File: src/verilog/port_merge_regs.svh
// Register offsets, field positions, width codes and response codes for the port merge and width block
`ifndef PORT_MERGE_REGS_SVH
`define PORT_MERGE_REGS_SVH
`define OFF_SWITCH_CTL      8'h00
`define OFF_PORT_SEL        8'h04
`define OFF_MODE_CTL        8'h08
`define OFF_LINK_CAP        8'h0C
`define OFF_LINK_CTL        8'h10
`define OFF_LINK_STS        8'h14
`define OFF_PHY_STATE       8'h18
`define OFF_MERGE_STS       8'h1C
`define OFF_POLARITY        8'h20
`define BIT_UNLOCK          0
`define BIT_DOWNSTREAM      0
`define BIT_RETRAIN         0
`define BIT_AUTO_BW         15
`define BIT_AUTO_WD         9
`define SH_NEGW             4
`define SH_MAXW             4
`define W_X1                6'h01
`define W_X2                6'h02
`define W_X4                6'h04
`define W_X8                6'h08
`define RESP_OKAY           2'h0
`define RESP_SLVERR         2'h2
`define SYM_FIRST           4'h6
`define SYM_LAST            4'hF
`define TS_INV_ID           8'hB5
`endif

File: src/verilog/port_merge_pkg.sv
// Types shared by the port merge and width block
`default_nettype none
package port_merge_pkg;
    typedef enum logic [1:0] {
        TRN_DETECT  = 2'b00,
        TRN_CONFIG  = 2'b01,
        TRN_REVERSE = 2'b10,
        TRN_LINKUP  = 2'b11
    } train_state_t;
    // Hot-plug and status outputs of one port
    typedef struct packed {
        logic attentionInd;
        logic latchLock;
        logic slotPowerEn;
        logic powerInd;
        logic slotResetN;
        logic activityN;
        logic linkupN;
    } port_out_t;
    // Hot-plug inputs of one port, all active low
    typedef struct packed {
        logic attentionButtonN;
        logic retentionLatchN;
        logic presenceDetectN;
        logic powerFaultN;
        logic powerGoodN;
    } port_in_t;
endpackage
`default_nettype wire

File: src/verilog/port_merge_lane_width_control.sv
// Port pairing, polarity, lane reversal and width negotiation for sixteen x4 ports
// Operation
// - Only even port merges with next odd
// - Merge straps latched at reset, then fixed
// - Merged pair keeps even port, odd off
// - Deactivated port drives outputs negated; the code holds slotResetN low (asserted)
// - Deactivated port ignores hot-plug inputs
// - Deactivated port has no link
// - Deactivated port registers stay accessible
// - Mode register cannot revive deactivated port
// - Sixteen x4 ports, merged pairs x8
// - Upstream or downstream per operating mode
// - Symbols 6-15 inversion sets lane invert
// - Per-lane polarity, transmitter never inverts
// - Max width is min of cap, lanes
// - Max width write needs unlock, applies at retrain
// - Negotiates x8/x4/x2/x1, reports width
// - Full retrain bit goes through Detect
// - Downstream port tries reversal if wider
// - Accept partner config; else retrain unreversed
// - Honour partner width up and down requests
// - No autonomous change; disable bit reads zero
// - Partner autonomous change sets status flag, on downstream ports only
// - Unlock bit cleared by reset
//
// Local design decisions: the register offsets and the AXI4-Lite slave port.
`include "port_merge_regs.svh"
`default_nettype none
module port_merge_lane_width_control (
    input  wire logic                        clk,
    input  wire logic                        reset,
    input  wire logic [7:0]                  pair_merge_strap_n,
    input  wire port_merge_pkg::port_in_t    hotplugIn     [16],
    output var  port_merge_pkg::port_out_t   hotplugOut    [16],
    input  wire logic [15:0]                 portLinkUp,
    input  wire logic [15:0]                 portActivity,
    input  wire port_merge_pkg::port_out_t   hotplugDrive  [16],
    output logic [15:0]                      portActive,
    output logic [15:0]                      portDownstream,
    output var  port_merge_pkg::port_in_t    hotplugFiltered [16],
    input  wire logic [63:0]                 rxSymValid,
    input  wire logic [63:0]                 rxSymInverted,
    input  wire logic [3:0]                  rxSymIndex,
    input  wire logic [63:0]                 rxData,
    output logic [63:0]                      rxDataCorrected,
    output logic [63:0]                      txInvert,
    input  wire logic [63:0]                 laneTsGood,
    input  wire logic [15:0]                 partnerAcceptRev,
    input  wire logic [15:0]                 partnerCfgOk,
    input  wire logic [15:0]                 partnerReqWidthVld,
    input  wire logic [5:0]                  partnerReqWidth,
    input  wire logic [15:0]                 partnerAutoChange,
    output logic [15:0]                      laneReversed,
    output logic [15:0]                      txAutoChangeBit,
    input  wire logic [7:0]                  s_axi_awaddr,
    input  wire logic                        s_axi_awvalid,
    output logic                             s_axi_awready,
    input  wire logic [31:0]                 s_axi_wdata,
    input  wire logic [3:0]                  s_axi_wstrb,
    input  wire logic                        s_axi_wvalid,
    output logic                             s_axi_wready,
    output logic [1:0]                       s_axi_bresp,
    output logic                             s_axi_bvalid,
    input  wire logic                        s_axi_bready,
    input  wire logic [7:0]                  s_axi_araddr,
    input  wire logic                        s_axi_arvalid,
    output logic                             s_axi_arready,
    output logic [31:0]                      s_axi_rdata,
    output logic [1:0]                       s_axi_rresp,
    output logic                             s_axi_rvalid,
    input  wire logic                        s_axi_rready
);
    // Strap and hot-plug inputs come from pins: two stages before use
    logic [7:0]  strapMeta_reg, strapSync_reg, mergeCfg_reg;
    logic        resetSeen_reg;
    logic        unlock_reg;
    logic [3:0]  portSel_reg;
    logic [15:0] modeDown_reg;
    logic [5:0]  maxWidthCap_reg [16];
    logic [5:0]  maxWidthApplied_reg [16];
    logic [5:0]  negW_reg [16];
    logic [15:0] retrainReq_reg, autoBw_reg, noRevRetry_reg;
    logic [63:0] polInv_reg;
    port_merge_pkg::train_state_t trn_reg [16];
    port_merge_pkg::port_in_t hpMeta_reg [16], hpSync_reg [16];

    // Straps are caught every reset cycle and in the first cycle after release, then frozen
    always_ff @(posedge clk) begin
        strapMeta_reg <= pair_merge_strap_n;
        strapSync_reg <= strapMeta_reg;
        resetSeen_reg <= reset;
        if (reset || resetSeen_reg) begin
            mergeCfg_reg <= ~strapSync_reg;
        end
    end

    // AXI4-Lite: take address and data together, answer next cycle
    logic wrGo, rdGo;
    logic [7:0]  wrAddr;
    logic [31:0] rdMux;
    logic        rdHit, wrHit;
    logic [5:0]  selCap;
    assign wrGo = s_axi_awvalid && s_axi_wvalid && !s_axi_bvalid;
    assign rdGo = s_axi_arvalid && !s_axi_rvalid;
    assign s_axi_awready = wrGo;
    assign s_axi_wready = wrGo;
    assign s_axi_arready = rdGo;
    assign wrAddr = s_axi_awaddr;
    assign selCap = maxWidthCap_reg[portSel_reg];
    assign wrHit = (wrAddr == `OFF_SWITCH_CTL) || (wrAddr == `OFF_PORT_SEL)
                || (wrAddr == `OFF_MODE_CTL) || (wrAddr == `OFF_LINK_CAP)
                || (wrAddr == `OFF_LINK_CTL) || (wrAddr == `OFF_LINK_STS)
                || (wrAddr == `OFF_PHY_STATE);

    // Read mux; registers of deactivated ports still answer
    always_comb begin
        rdMux = 32'h0000_0000;
        rdHit = 1'b1;
        case (s_axi_araddr)
            `OFF_SWITCH_CTL: rdMux[`BIT_UNLOCK] = unlock_reg;
            `OFF_PORT_SEL:   rdMux[3:0] = portSel_reg;
            `OFF_MODE_CTL:   rdMux[`BIT_DOWNSTREAM] = modeDown_reg[portSel_reg];
            `OFF_LINK_CAP:   rdMux[`SH_MAXW +: 6] = selCap;
            `OFF_LINK_CTL:   rdMux = 32'h0000_0000; // Autonomous disable reads zero
            `OFF_LINK_STS: begin
                rdMux[`SH_NEGW +: 6] = negW_reg[portSel_reg];
                rdMux[`BIT_AUTO_BW] = autoBw_reg[portSel_reg];
            end
            `OFF_PHY_STATE:  rdMux[1:0] = trn_reg[portSel_reg];
            `OFF_MERGE_STS:  rdMux[15:0] = {8'h00, mergeCfg_reg};
            `OFF_POLARITY:   rdMux[3:0] = polInv_reg[portSel_reg*4 +: 4];
            default:         rdHit = 1'b0;
        endcase
    end

    always_ff @(posedge clk) begin
        if (reset) begin
            s_axi_bvalid <= 1'b0;
            s_axi_bresp  <= `RESP_OKAY;
            s_axi_rvalid <= 1'b0;
            s_axi_rresp  <= `RESP_OKAY;
            s_axi_rdata  <= 32'h0000_0000;
        end else begin
            if (wrGo) begin
                s_axi_bvalid <= 1'b1;
                s_axi_bresp  <= wrHit ? `RESP_OKAY : `RESP_SLVERR;
            end else if (s_axi_bready) begin
                s_axi_bvalid <= 1'b0;
            end
            if (rdGo) begin
                s_axi_rvalid <= 1'b1;
                s_axi_rdata  <= rdMux;
                s_axi_rresp  <= rdHit ? `RESP_OKAY : `RESP_SLVERR;
            end else if (s_axi_rready) begin
                s_axi_rvalid <= 1'b0;
            end
        end
    end

    // Global control registers; unlock clears on reset
    logic wrByte0;
    assign wrByte0 = wrGo && s_axi_wstrb[0];
    always_ff @(posedge clk) begin
        if (reset) begin
            unlock_reg  <= 1'b0;
            portSel_reg <= 4'h0;
        end else if (wrByte0 && wrAddr == `OFF_SWITCH_CTL) begin
            unlock_reg <= s_axi_wdata[`BIT_UNLOCK];
        end else if (wrByte0 && wrAddr == `OFF_PORT_SEL) begin
            portSel_reg <= s_axi_wdata[3:0];
        end
    end

    // Activity map: odd port of a merged pair is off
    genvar p, l;
    generate
        for (p = 0; p < 16; p++) begin : g_port
            logic active, odd, merged, selWr, reversalUseful;
            logic [5:0] laneLimit, maxW, goodRun, revRun, reqW;
            logic [3:0] good;
            assign odd    = 1'(p % 2);
            assign merged = mergeCfg_reg[p/2];
            assign active = !(odd && merged);
            assign good   = laneTsGood[p*4 +: 4];
            assign selWr  = wrGo && portSel_reg == 4'(p);
            // Merged even port owns its neighbour's lanes
            assign laneLimit = merged ? `W_X8 : `W_X4;
            // Consecutive good lanes counted from lane 0 and from the top
            assign goodRun = !good[0] ? 6'h00 : !good[1] ? `W_X1
                           : !(good[2] && good[3]) ? `W_X2 : laneLimit;
            assign revRun  = !good[3] ? 6'h00 : !good[2] ? `W_X1
                           : !(good[1] && good[0]) ? `W_X2 : laneLimit;
            // Width is the lesser of capability and good lanes
            assign maxW = (maxWidthApplied_reg[p] < goodRun)
                        ? maxWidthApplied_reg[p] : goodRun;
            assign reversalUseful = modeDown_reg[p] && !noRevRetry_reg[p]
                                  && revRun > goodRun;
            assign reqW = partnerReqWidth;
            assign portActive[p] = active;
            assign portDownstream[p] = modeDown_reg[p] && active;
            assign txAutoChangeBit[p] = 1'b0;

            // Outputs of a dead port sit at their negated level, except slotResetN, which is held low (asserted)
            always_ff @(posedge clk) begin
                if (reset || !active) begin
                    hotplugOut[p] <= '{attentionInd: 1'b0, latchLock: 1'b0,
                                       slotPowerEn: 1'b0, powerInd: 1'b0,
                                       slotResetN: 1'b0, activityN: 1'b1,
                                       linkupN: 1'b1};
                end else begin
                    hotplugOut[p] <= '{attentionInd: hotplugDrive[p].attentionInd,
                                       latchLock: hotplugDrive[p].latchLock,
                                       slotPowerEn: hotplugDrive[p].slotPowerEn,
                                       powerInd: hotplugDrive[p].powerInd,
                                       slotResetN: hotplugDrive[p].slotResetN,
                                       activityN: !portActivity[p],
                                       linkupN: !(portLinkUp[p] && trn_reg[p]
                                                  == port_merge_pkg::TRN_LINKUP)};
                end
            end

            // Pin inputs pass two stages; inactive ports see idle highs
            always_ff @(posedge clk) begin
                hpMeta_reg[p] <= hotplugIn[p];
                hpSync_reg[p] <= hpMeta_reg[p];
            end
            assign hotplugFiltered[p] = active ? hpSync_reg[p] : '1;

            // Per-port registers: mode, capability, retrain, flag
            always_ff @(posedge clk) begin
                if (reset) begin
                    modeDown_reg[p]    <= 1'b0;
                    maxWidthCap_reg[p] <= `W_X8;
                    retrainReq_reg[p]  <= 1'b1;
                    autoBw_reg[p]      <= 1'b0;
                end else begin
                    if (selWr && s_axi_wstrb[0] && wrAddr == `OFF_MODE_CTL) begin
                        modeDown_reg[p] <= s_axi_wdata[`BIT_DOWNSTREAM];
                    end
                    if (selWr && s_axi_wstrb[0] && wrAddr == `OFF_LINK_CAP && unlock_reg) begin
                        maxWidthCap_reg[p] <= s_axi_wdata[`SH_MAXW +: 6];
                    end
                    // Retrain request is consumed in Detect
                    if (selWr && s_axi_wstrb[0] && wrAddr == `OFF_PHY_STATE
                        && s_axi_wdata[`BIT_RETRAIN]) begin
                        retrainReq_reg[p] <= 1'b1;
                    end else if (trn_reg[p] == port_merge_pkg::TRN_DETECT) begin
                        retrainReq_reg[p] <= 1'b0;
                    end
                    // Set beats write-one clear
                    if (active && modeDown_reg[p] && partnerAutoChange[p]) begin
                        autoBw_reg[p] <= 1'b1;
                    end else if (selWr && s_axi_wstrb[1] && wrAddr == `OFF_LINK_STS
                                 && s_axi_wdata[`BIT_AUTO_BW]) begin
                        autoBw_reg[p] <= 1'b0;
                    end
                end
            end

            // Training sequencer; a dead port never leaves Detect
            always_ff @(posedge clk) begin
                if (reset || !active) begin
                    trn_reg[p]             <= port_merge_pkg::TRN_DETECT;
                    negW_reg[p]            <= 6'h00;
                    laneReversed[p]        <= 1'b0;
                    noRevRetry_reg[p]      <= 1'b0;
                    maxWidthApplied_reg[p] <= `W_X4;
                end else begin
                    case (trn_reg[p])
                        port_merge_pkg::TRN_DETECT: begin
                            // Capability takes effect only here
                            maxWidthApplied_reg[p] <= (maxWidthCap_reg[p] < laneLimit)
                                                    ? maxWidthCap_reg[p] : laneLimit;
                            laneReversed[p] <= 1'b0;
                            if (goodRun != 6'h00 || revRun != 6'h00) begin
                                trn_reg[p] <= port_merge_pkg::TRN_CONFIG;
                            end
                        end
                        port_merge_pkg::TRN_CONFIG: begin
                            if (reversalUseful) begin
                                trn_reg[p] <= port_merge_pkg::TRN_REVERSE;
                            end else if (maxW != 6'h00) begin
                                // Round down to x8, x4, x2 or x1
                                negW_reg[p] <= maxW >= `W_X8 ? `W_X8 : maxW >= `W_X4
                                            ? `W_X4 : maxW >= `W_X2 ? `W_X2 : `W_X1;
                                noRevRetry_reg[p] <= 1'b0;
                                trn_reg[p] <= port_merge_pkg::TRN_LINKUP;
                            end else begin
                                trn_reg[p] <= port_merge_pkg::TRN_DETECT;
                            end
                        end
                        port_merge_pkg::TRN_REVERSE: begin
                            if (partnerAcceptRev[p]) begin
                                laneReversed[p] <= 1'b1;
                                negW_reg[p] <= revRun;
                                trn_reg[p] <= port_merge_pkg::TRN_LINKUP;
                            end else if (partnerCfgOk[p] && partnerReqWidthVld[p]) begin
                                negW_reg[p] <= reqW;
                                trn_reg[p] <= port_merge_pkg::TRN_LINKUP;
                            end else if (partnerCfgOk[p]) begin
                                noRevRetry_reg[p] <= 1'b1;
                                trn_reg[p] <= port_merge_pkg::TRN_DETECT;
                            end
                        end
                        port_merge_pkg::TRN_LINKUP: begin
                            if (retrainReq_reg[p]) begin
                                trn_reg[p] <= port_merge_pkg::TRN_DETECT;
                            end else if (partnerReqWidthVld[p] && reqW != 6'h00
                                         && reqW <= maxWidthApplied_reg[p]) begin
                                negW_reg[p] <= reqW;
                            end
                        end
                        default: trn_reg[p] <= port_merge_pkg::TRN_DETECT;
                    endcase
                end
            end

            // Per-lane polarity, reversal mapping, no transmit inversion
            for (l = 0; l < 4; l++) begin : g_lane
                localparam int RL = 3 - l;
                logic symWin;
                assign symWin = rxSymIndex >= `SYM_FIRST && rxSymIndex <= `SYM_LAST;
                always_ff @(posedge clk) begin
                    if (reset || trn_reg[p] == port_merge_pkg::TRN_DETECT) begin
                        polInv_reg[p*4+l] <= 1'b0;
                    end else if (trn_reg[p] == port_merge_pkg::TRN_CONFIG && symWin
                                 && rxSymValid[p*4+l] && rxSymInverted[p*4+l]) begin
                        polInv_reg[p*4+l] <= 1'b1;
                    end
                end
                // Logical lane l reads physical lane max-1-l when reversed
                always_ff @(posedge clk) begin
                    if (reset) begin
                        rxDataCorrected[p*4+l] <= 1'b0;
                    end else if (laneReversed[p]) begin
                        rxDataCorrected[p*4+l] <= rxData[p*4+RL] ^ polInv_reg[p*4+RL];
                    end else begin
                        rxDataCorrected[p*4+l] <= rxData[p*4+l] ^ polInv_reg[p*4+l];
                    end
                end
                assign txInvert[p*4+l] = 1'b0;
            end
        end
    endgenerate

    // Checks beside the logic they guard
    AST_ODD_OFF: assert property (@(posedge clk) disable iff (reset)
        mergeCfg_reg[0] |-> !portActive[1] && portActive[0])
        else $error("merged odd port active");
    AST_DEAD_OUT: assert property (@(posedge clk) disable iff (reset)
        !portActive[1] |=> hotplugOut[1].linkupN && hotplugOut[1].activityN)
        else $error("dead port output asserted");
    AST_DEAD_IN: assert property (@(posedge clk) disable iff (reset)
        !portActive[1] |-> hotplugFiltered[1] == '1)
        else $error("dead port input passed");
    AST_DEAD_DETECT: assert property (@(posedge clk) disable iff (reset)
        !portActive[1] |=> trn_reg[1] == port_merge_pkg::TRN_DETECT)
        else $error("dead port trained");
    AST_STRAP_HOLD: assert property (@(posedge clk) disable iff (reset)
        !$past(reset) |-> $stable(mergeCfg_reg))
        else $error("merge config changed");
    AST_LOCKED_CAP: assert property (@(posedge clk) disable iff (reset)
        !unlock_reg |=> $stable(maxWidthCap_reg[0]))
        else $error("locked capability changed");
    AST_NO_TX_INV: assert property (@(posedge clk) txInvert == 64'h0000_0000_0000_0000
        && txAutoChangeBit == 16'h0000) else $error("transmit inversion");
    AST_AUTO_FLAG: assert property (@(posedge clk) disable iff (reset)
        portDownstream[2] && partnerAutoChange[2] |=> autoBw_reg[2])
        else $error("autonomous flag missed");
    AST_RETRAIN: assert property (@(posedge clk) disable iff (reset)
        trn_reg[0] == port_merge_pkg::TRN_LINKUP && retrainReq_reg[0]
        |=> trn_reg[0] == port_merge_pkg::TRN_DETECT)
        else $error("retrain ignored");
endmodule
`default_nettype wire

File: config.mk
export PLATFORM = sky130hd
export DESIGN_NAME = port_merge_lane_width_control
export DESIGN_NICKNAME = d
export VERILOG_FILES = /design/src/verilog/port_merge_pkg.sv /design/src/verilog/port_merge_lane_width_control.sv
export VERILOG_INCLUDE_DIRS = /design/src /design/src/verilog
export SDC_FILE = /design/constraint.sdc
export NUM_CORES = 2
export LEC_CHECK = 0
export BUFFER_PORTS_ARGS = -buffer_cell sky130_fd_sc_hd__buf_2
export CORE_AREA = 2 2 404 406
export DETAILED_ROUTE_END_ITERATION = 6
export DIE_AREA = 0 0 406 408
export HOLD_SLACK_MARGIN = 0.06
export PLACE_DENSITY = 0.43
export SYNTH_ARGS = -nofsm -noshare
export SYNTH_HDL_FRONTEND = slang
export SYNTH_SLANG_ARGS = --single-unit
File: constraint.sdc
create_clock -name clk -period 3.5 [get_ports clk]
set_input_delay 0.35 -clock clk [delete_from_list [all_inputs] [get_ports clk]]
set_output_delay 0.35 -clock clk [all_outputs]
set_load 0.005 [all_outputs]
=== Word level (Yosys, flattened, before mapping) ===
Memory sizes are Yosys's and may differ from the RTL's. A register that Yosys moved wholly into a read port is not among the register bits.
Cells that the tools add are included.

* Shift operators: 1
* Magnitude comparators: 115
* Equal/unequal tests: 173
* Bitwise logic cells: 290
* Muxes and demuxes: 1448
* Reductions and logical operators: 736

{| class="wikitable"
|+ Operators with widths
! cell !! number
|-
| $mux 6 || 176
|-
| $mux 1 || 986
|-
| $logic_and 1x1->1 || 463
|-
| $mux 4 || 78
|-
| $reduce_bool 6->1 || 49
|-
| $mux 2 || 146
|-
| $or 1x1->1 || 224
|-
| $ne 2x2->1 const B || 96
|-
| $reduce_bool 2->1 || 50
|-
| $ge 6x2->1 const B || 16
|-
| $ge 6x3->1 const B || 16
|-
| $ge 6x4->1 const B || 16
|-
| $le 6x6->1 || 16
|-
| $lt 6x4->1 || 16
|-
| $lt 6x6->1 || 16
|-
| $reduce_and 6->1 || 16
|-
| $eq 2x2->1 const B || 32
|-
| $pmux 1 s2 || 32
|-
| $shiftx 64x7->4 || 1
|-
| $xor 1x1->1 || 64
|-
| $logic_not 1->1 || 58
|-
| $eq 8x5->1 const B || 7
|-
| $gt 6x6->1 || 8
|-
| $mux 3 || 16
|-
| 27 further kinds || 165
|}

* Bits in writable memories: 480
* Word-level logic and storage cells: 3100
* Output and inout port bits: 425
* Input port bits: 621
* Memories kept: 6
* Register bits: 367

{| class="wikitable"
|+ Memory list
! memory !! words !! bits a word !! read ports !! clocked after memory_dff !! wr ports !! RTL line !! source
|-
| maxWidthApplied_reg || 16 || 6 || 16 || 0 || 16 || port_merge_lane_width_control.sv:80 || <nowiki>logic [5:0] maxWidthApplied_reg [16];</nowiki>
|-
| maxWidthCap_reg || 16 || 6 || 17 || 1 || 16 || port_merge_lane_width_control.sv:79 || <nowiki>logic [5:0] maxWidthCap_reg [16];</nowiki>
|-
| negW_reg || 16 || 6 || 1 || 1 || 16 || port_merge_lane_width_control.sv:81 || <nowiki>logic [5:0] negW_reg [16];</nowiki>
|-
| hpMeta_reg || 16 || 5 || 16 || 0 || 16 || port_merge_lane_width_control.sv:85 || <nowiki>port_merge_pkg::port_in_t hpMeta_reg [16], hpSync_reg [16];</nowiki>
|-
| hpSync_reg || 16 || 5 || 16 || 0 || 16 || port_merge_lane_width_control.sv:85 ||
|-
| trn_reg || 16 || 2 || 17 || 1 || 16 || port_merge_lane_width_control.sv:84 || <nowiki>port_merge_pkg::train_state_t trn_reg [16];</nowiki>
|}

=== Depth between registers and ports, before layout ===
* Word-level depth: 18
* Depth in mapped cells: 12
* Mapped depth without buffers: 11

=== Worst setup path after synthesis ===
OpenSTA, ideal clock, no wires.

* Path kind: flip-flop to flip-flop
* Start: register mergeCfg_reg[3]
* End: memory negW_reg[6][0], enable pin
* Clock period less this slack: 3269 ps
* Data arrival time: 2975 ps
* Required time: 3205 ps
* Stages on the path, launching flop included: 10
* Path slack: 231 ps
* Setup time: 295 ps
* Buffers on the path: 0
* Cells stage by stage: edfxtp_1 nor3_1 inv_1 ha_1 o21ai_0 o21bai_1 a2111oi_4 mux2i_1 nor3_1 or4_1

{| class="wikitable"
|+ RTL lines
! element !! RTL line !! source
|-
| start, declared || port_merge_lane_width_control.sv:74 || <nowiki>logic [7:0] strapMeta_reg, strapSync_reg, mergeCfg_reg;</nowiki>
|-
| start signal, assigned || port_merge_lane_width_control.sv:93 || <nowiki>mergeCfg_reg <= ~strapSync_reg;</nowiki>
|-
| end, declared || port_merge_lane_width_control.sv:81 ||
|}

=== Worst setup path in the final report ===
* Start: register mergeCfg_reg[4]
* End: register noRevRetry_reg[8]

* Longest elaborated chain between the ends: 9
* Elaborated cells on any way between the ends: 15
* Classes of those cells: 2 x order compare; 2 x eq/ne; 8 x mux; 3 x reduce/logical

{| class="wikitable"
|+ Ends and longest elaborated chain
! element !! RTL line !! source
|-
| $mux 4 (no line) (*) || -- ||
|-
| $mux 6 || port_merge_lane_width_control.sv:190 || <nowiki>: !(good[2] && good[3]) ? `W_X2 : laneLimit;</nowiki>
|-
| $mux 6 (2 in a row) || port_merge_lane_width_control.sv:189 || <nowiki>assign goodRun = !good[0] ? 6'h00 : !good[1] ? `W_X1</nowiki>
|-
| $lt 6x6->1 || port_merge_lane_width_control.sv:194 || <nowiki>assign maxW = (maxWidthApplied_reg[p] < goodRun)</nowiki>
|-
| $mux 6 || port_merge_lane_width_control.sv:195 || <nowiki>? maxWidthApplied_reg[p] : goodRun;</nowiki>
|-
| $reduce_bool 6->1 || port_merge_lane_width_control.sv:282 || <nowiki>end else if (maxW != 6'h00) begin</nowiki>
|-
| $ne 2x2->1 (no line) || -- ||
|-
| $reduce_and 6->1 (no line) (*) || -- ||
|-
| end signal, assigned by index || port_merge_lane_width_control.sv:266 || <nowiki>noRevRetry_reg[p] <= 1'b0;</nowiki>
|-
| end signal, assigned by index || port_merge_lane_width_control.sv:286 || <nowiki>noRevRetry_reg[p] <= 1'b0;</nowiki>
|-
| end signal, assigned by index || port_merge_lane_width_control.sv:301 || <nowiki>noRevRetry_reg[p] <= 1'b1;</nowiki>
|-
| end, declared || port_merge_lane_width_control.sv:82 || <nowiki>logic [15:0] retrainReq_reg, autoBw_reg, noRevRetry_reg;</nowiki>
|}

Mark *: on every way between the ends. The rest lies on a longest branch, timed or not.
A chain may end at the register's enable or synchronous reset.

==> qor.yml <==
final_common_cell: "buf_2"
drv_cap: 0
layout_common_cells: "buf_2 (877), dfxtp_1 (516), dlygate4sd3_1 (511)"
ctsLongestPathBuffers: 3
dieArea_sq_um: 165600
rsz0062_at_grt: "no"
worst_setup_path_start_kind: "flip-flop"
cts_buffers: 106
ioPinCount: 1046
antenna_found_initial: 43
outcome: "finished clean"
ys_seq_area_share_pct: 48.51
regMostFlops: "hotplugOut"
finalWorstSetupSlack_ns: 0.2069
intPower_uw: 20250
slew_violations: 0
seq_power_share_pct: 42.4
crit_fanout: 7
ys_warn_count: 0
min_path_type: "in -> reg"
fmax_ghz: 0.3037
initial_utilization_pct: 25.86
cts.clk_slew.worst_paths_ns: 0.06
period_share_pct: 94.09
grt_max_degree: 98
powerDensity_nw_per_um2: 503.3
drc: 0
syn-cell-area_sq_um: 41800
dp_slack_ns: 0.1909
netlist_instances: 4088
synth_top_flop_cell: "dfxtp_1"
vias: 37903
drtAntennaViolNets: 0
clkPwrFrac_pct: 39.0
clkLatencyLatePin_ns: 0.74
grt_usage_pct: 22.31
min_from: "laneTsGood[28]"
grt_pass1_vias: 37503
critical_path_class: "reg -> reg"
cp-endpoint: "noRevRetry_reg[8]"
final-hold-violation-count: 0
synth-seq-cells: 849
fin_setup_tns_ns: 0
cp.required_ns: 4.12
core_area_sq_um: 161700
yosys.area.top_type: "dfxtp_1"
final.setup_skew_ns: 0.02382
drive_above_1_share_pct: 24.70
die-width_microns: 406
vias_per_cell: 4.808
routed_wl_microns: 190800
arrival_ns: 3.92
gp_congestion: 0.9293
syn2layout_area_growth_pct: 38.49
cts_resized: 0
largest_reg_flops: 112
setup_viol: 0
dr.first_iter.drc_count: 3004
synth_edf_count: 328
cts_tree: "built"
ff2ff_setup_slack_ns: 0.21
r2r_cells: 10
worst_pin_slew_ns: 1.076
ir_drop_mv: 0.4005
port_buffers: 878
root_buffer: "clkbuf_16"
power_uw: 29130
crit_path_end_kind: "flip-flop"
overflow: 0
num_rows: 148
relSlewSlack_pct: 27.97
dieHeight_microns: 408
ys_top_cells_by_area: "dfxtp_1 (25%), edfxtp_1 (24%), ha_1 (6.7%), mux4_2 (4.1%), nor2_1 (3.1%)"
r2r-end: "noRevRetry_reg[8]"
crit_start: "mergeCfg_reg[4]"
period_minus_slack_ns: 3.293
switching_share_pct: 30.50
r2r-start: "mergeCfg_reg[4]"
htree_levels: 3
synth_top_area_share_pct: 24.95
hpwl_microns: 150100
cts_sinks: 849
ys_types: 84
power_switching_uw: 8886
leakage_uw: 0.02398
avgRoutedWirePerCell_microns: 24.20
grt_pass1_wl_microns: 266400
power_frac_comb_pct: 18.6
syn_area_per_cell_sq_um: 10.23
first_pass_iters: 5
synthArstFlopShare_pct: 0
nets: 6446
through the flow:
stage	instance area [sq um]	util [%]	hold slack (ns)	instances
finish	57890	35.81	0.1394	7884
CTS	57840	35.78	0.06028	7866
detailed placement	49110	30.38	0.3121	7155
global route	57860	35.79	0.1030	7873
global placement	49110	30.38	0.3096	7155
floorplan	42330	-	0.3096	4229
power by group through the flow:
stage	sequential [uW]	combinational (uW)	clock (uW)
after CTS	12300	5430	11700
after global routing	12400	5960	12100
final	12300	5410	11400
after global placement	12600	4830	0
after floorplan	11900	2960	0
after detailed placement	12500	4850	0
cells by family (layout without fill, tap and decap cells):
logic type / count (synthesis) / count (layout) / share of synthesized area, %
buffers and inverters: 493 / 1957 / 5.980
AO/OA/AOI/OAI: 755 / 755 / 12.23
adder cells (fa/ha/maj): 224 / 224 / 6.705
flip-flops: 849 / 849 / 48.51
other: 2 / 159 / 0.01797
multiplexers: 165 / 165 / 6.277
XOR/XNOR: 65 / 65 / 1.362
AND/OR/NAND/NOR: 1535 / 1535 / 18.92
layer usage:
metal	vias up	global-route usage, %	routed length, microns
met2	1470	37.59	91080
met1	18564	28.53	79700
met4	22	6.531	5957
li1	17572	-	-
met5	-	0	155
met3	275	4.665	13910
how the worst min path moves through the flow:
stage,to,slack [ns],cells past startpoint
2_1_floorplan,hpSync_reg[0][0],0.31,0
3_3_place_gp,hpSync_reg[0][20],0.31,0
3_5_place_dp,hpSync_reg[0][0],0.31,0
5_1_grt,autoBw_reg[6],0.10,3
4_1_cts,noRevRetry_reg[7],0.06,3
6_report,noRevRetry_reg[7],0.14,3
synthesized netlist by cell type, types with 28 or more instances:
cell	n
nand3_1	94
a31oi_1	91
a211oi_1	72
dfxtp_1	521
nand4_1	56
nand2b_1	84
edfxtp_1	328
nand2_1	315
clkbuf_1	103
inv_1	196
and2_1	190
mux4_2	76
or2_2	51
mux2i_1	72
and3_1	34
o21ai_0	158
nor3_1	117
nor2_1	343
a21oi_1	141
xor2_1	33
a22oi_1	28
ha_1	224
xnor2_1	32
buf_4	169
nor2b_1	126
final cells by class:
class,instances,area [sq um]
Timing Repair Buffer,1561,10920
Clock buffer,142,3038
Fill cell,16486,103800
Multi-Input combinational cell,2887,19570
Inverter,196,738.2
Clock inverter,58,570.5
Tap cell,2175,2721
Antenna cell,16,40.04
Sequential cell,849,20290
critical path: stages, from the launching register on:
cell and delay, ns:
edfxtp_1 0.46, inv_1 0.22, or3_1 0.47, ha_1 0.22, nor3_1 0.19, a21bo_2 0.26
buf_4 0.16, a21o_1 0.19, o311ai_0 0.31, o21ai_0 0.13, dlygate4sd3_1 0.57
what timing repair did:
action,4_1_cts,5_1_grt
hold buffers,511,0
setup buffers,0,2
endpoints found under the hold margin,422,0
endpoints found under the setup margin,0,1
Power figures use the tool's default switching activity.
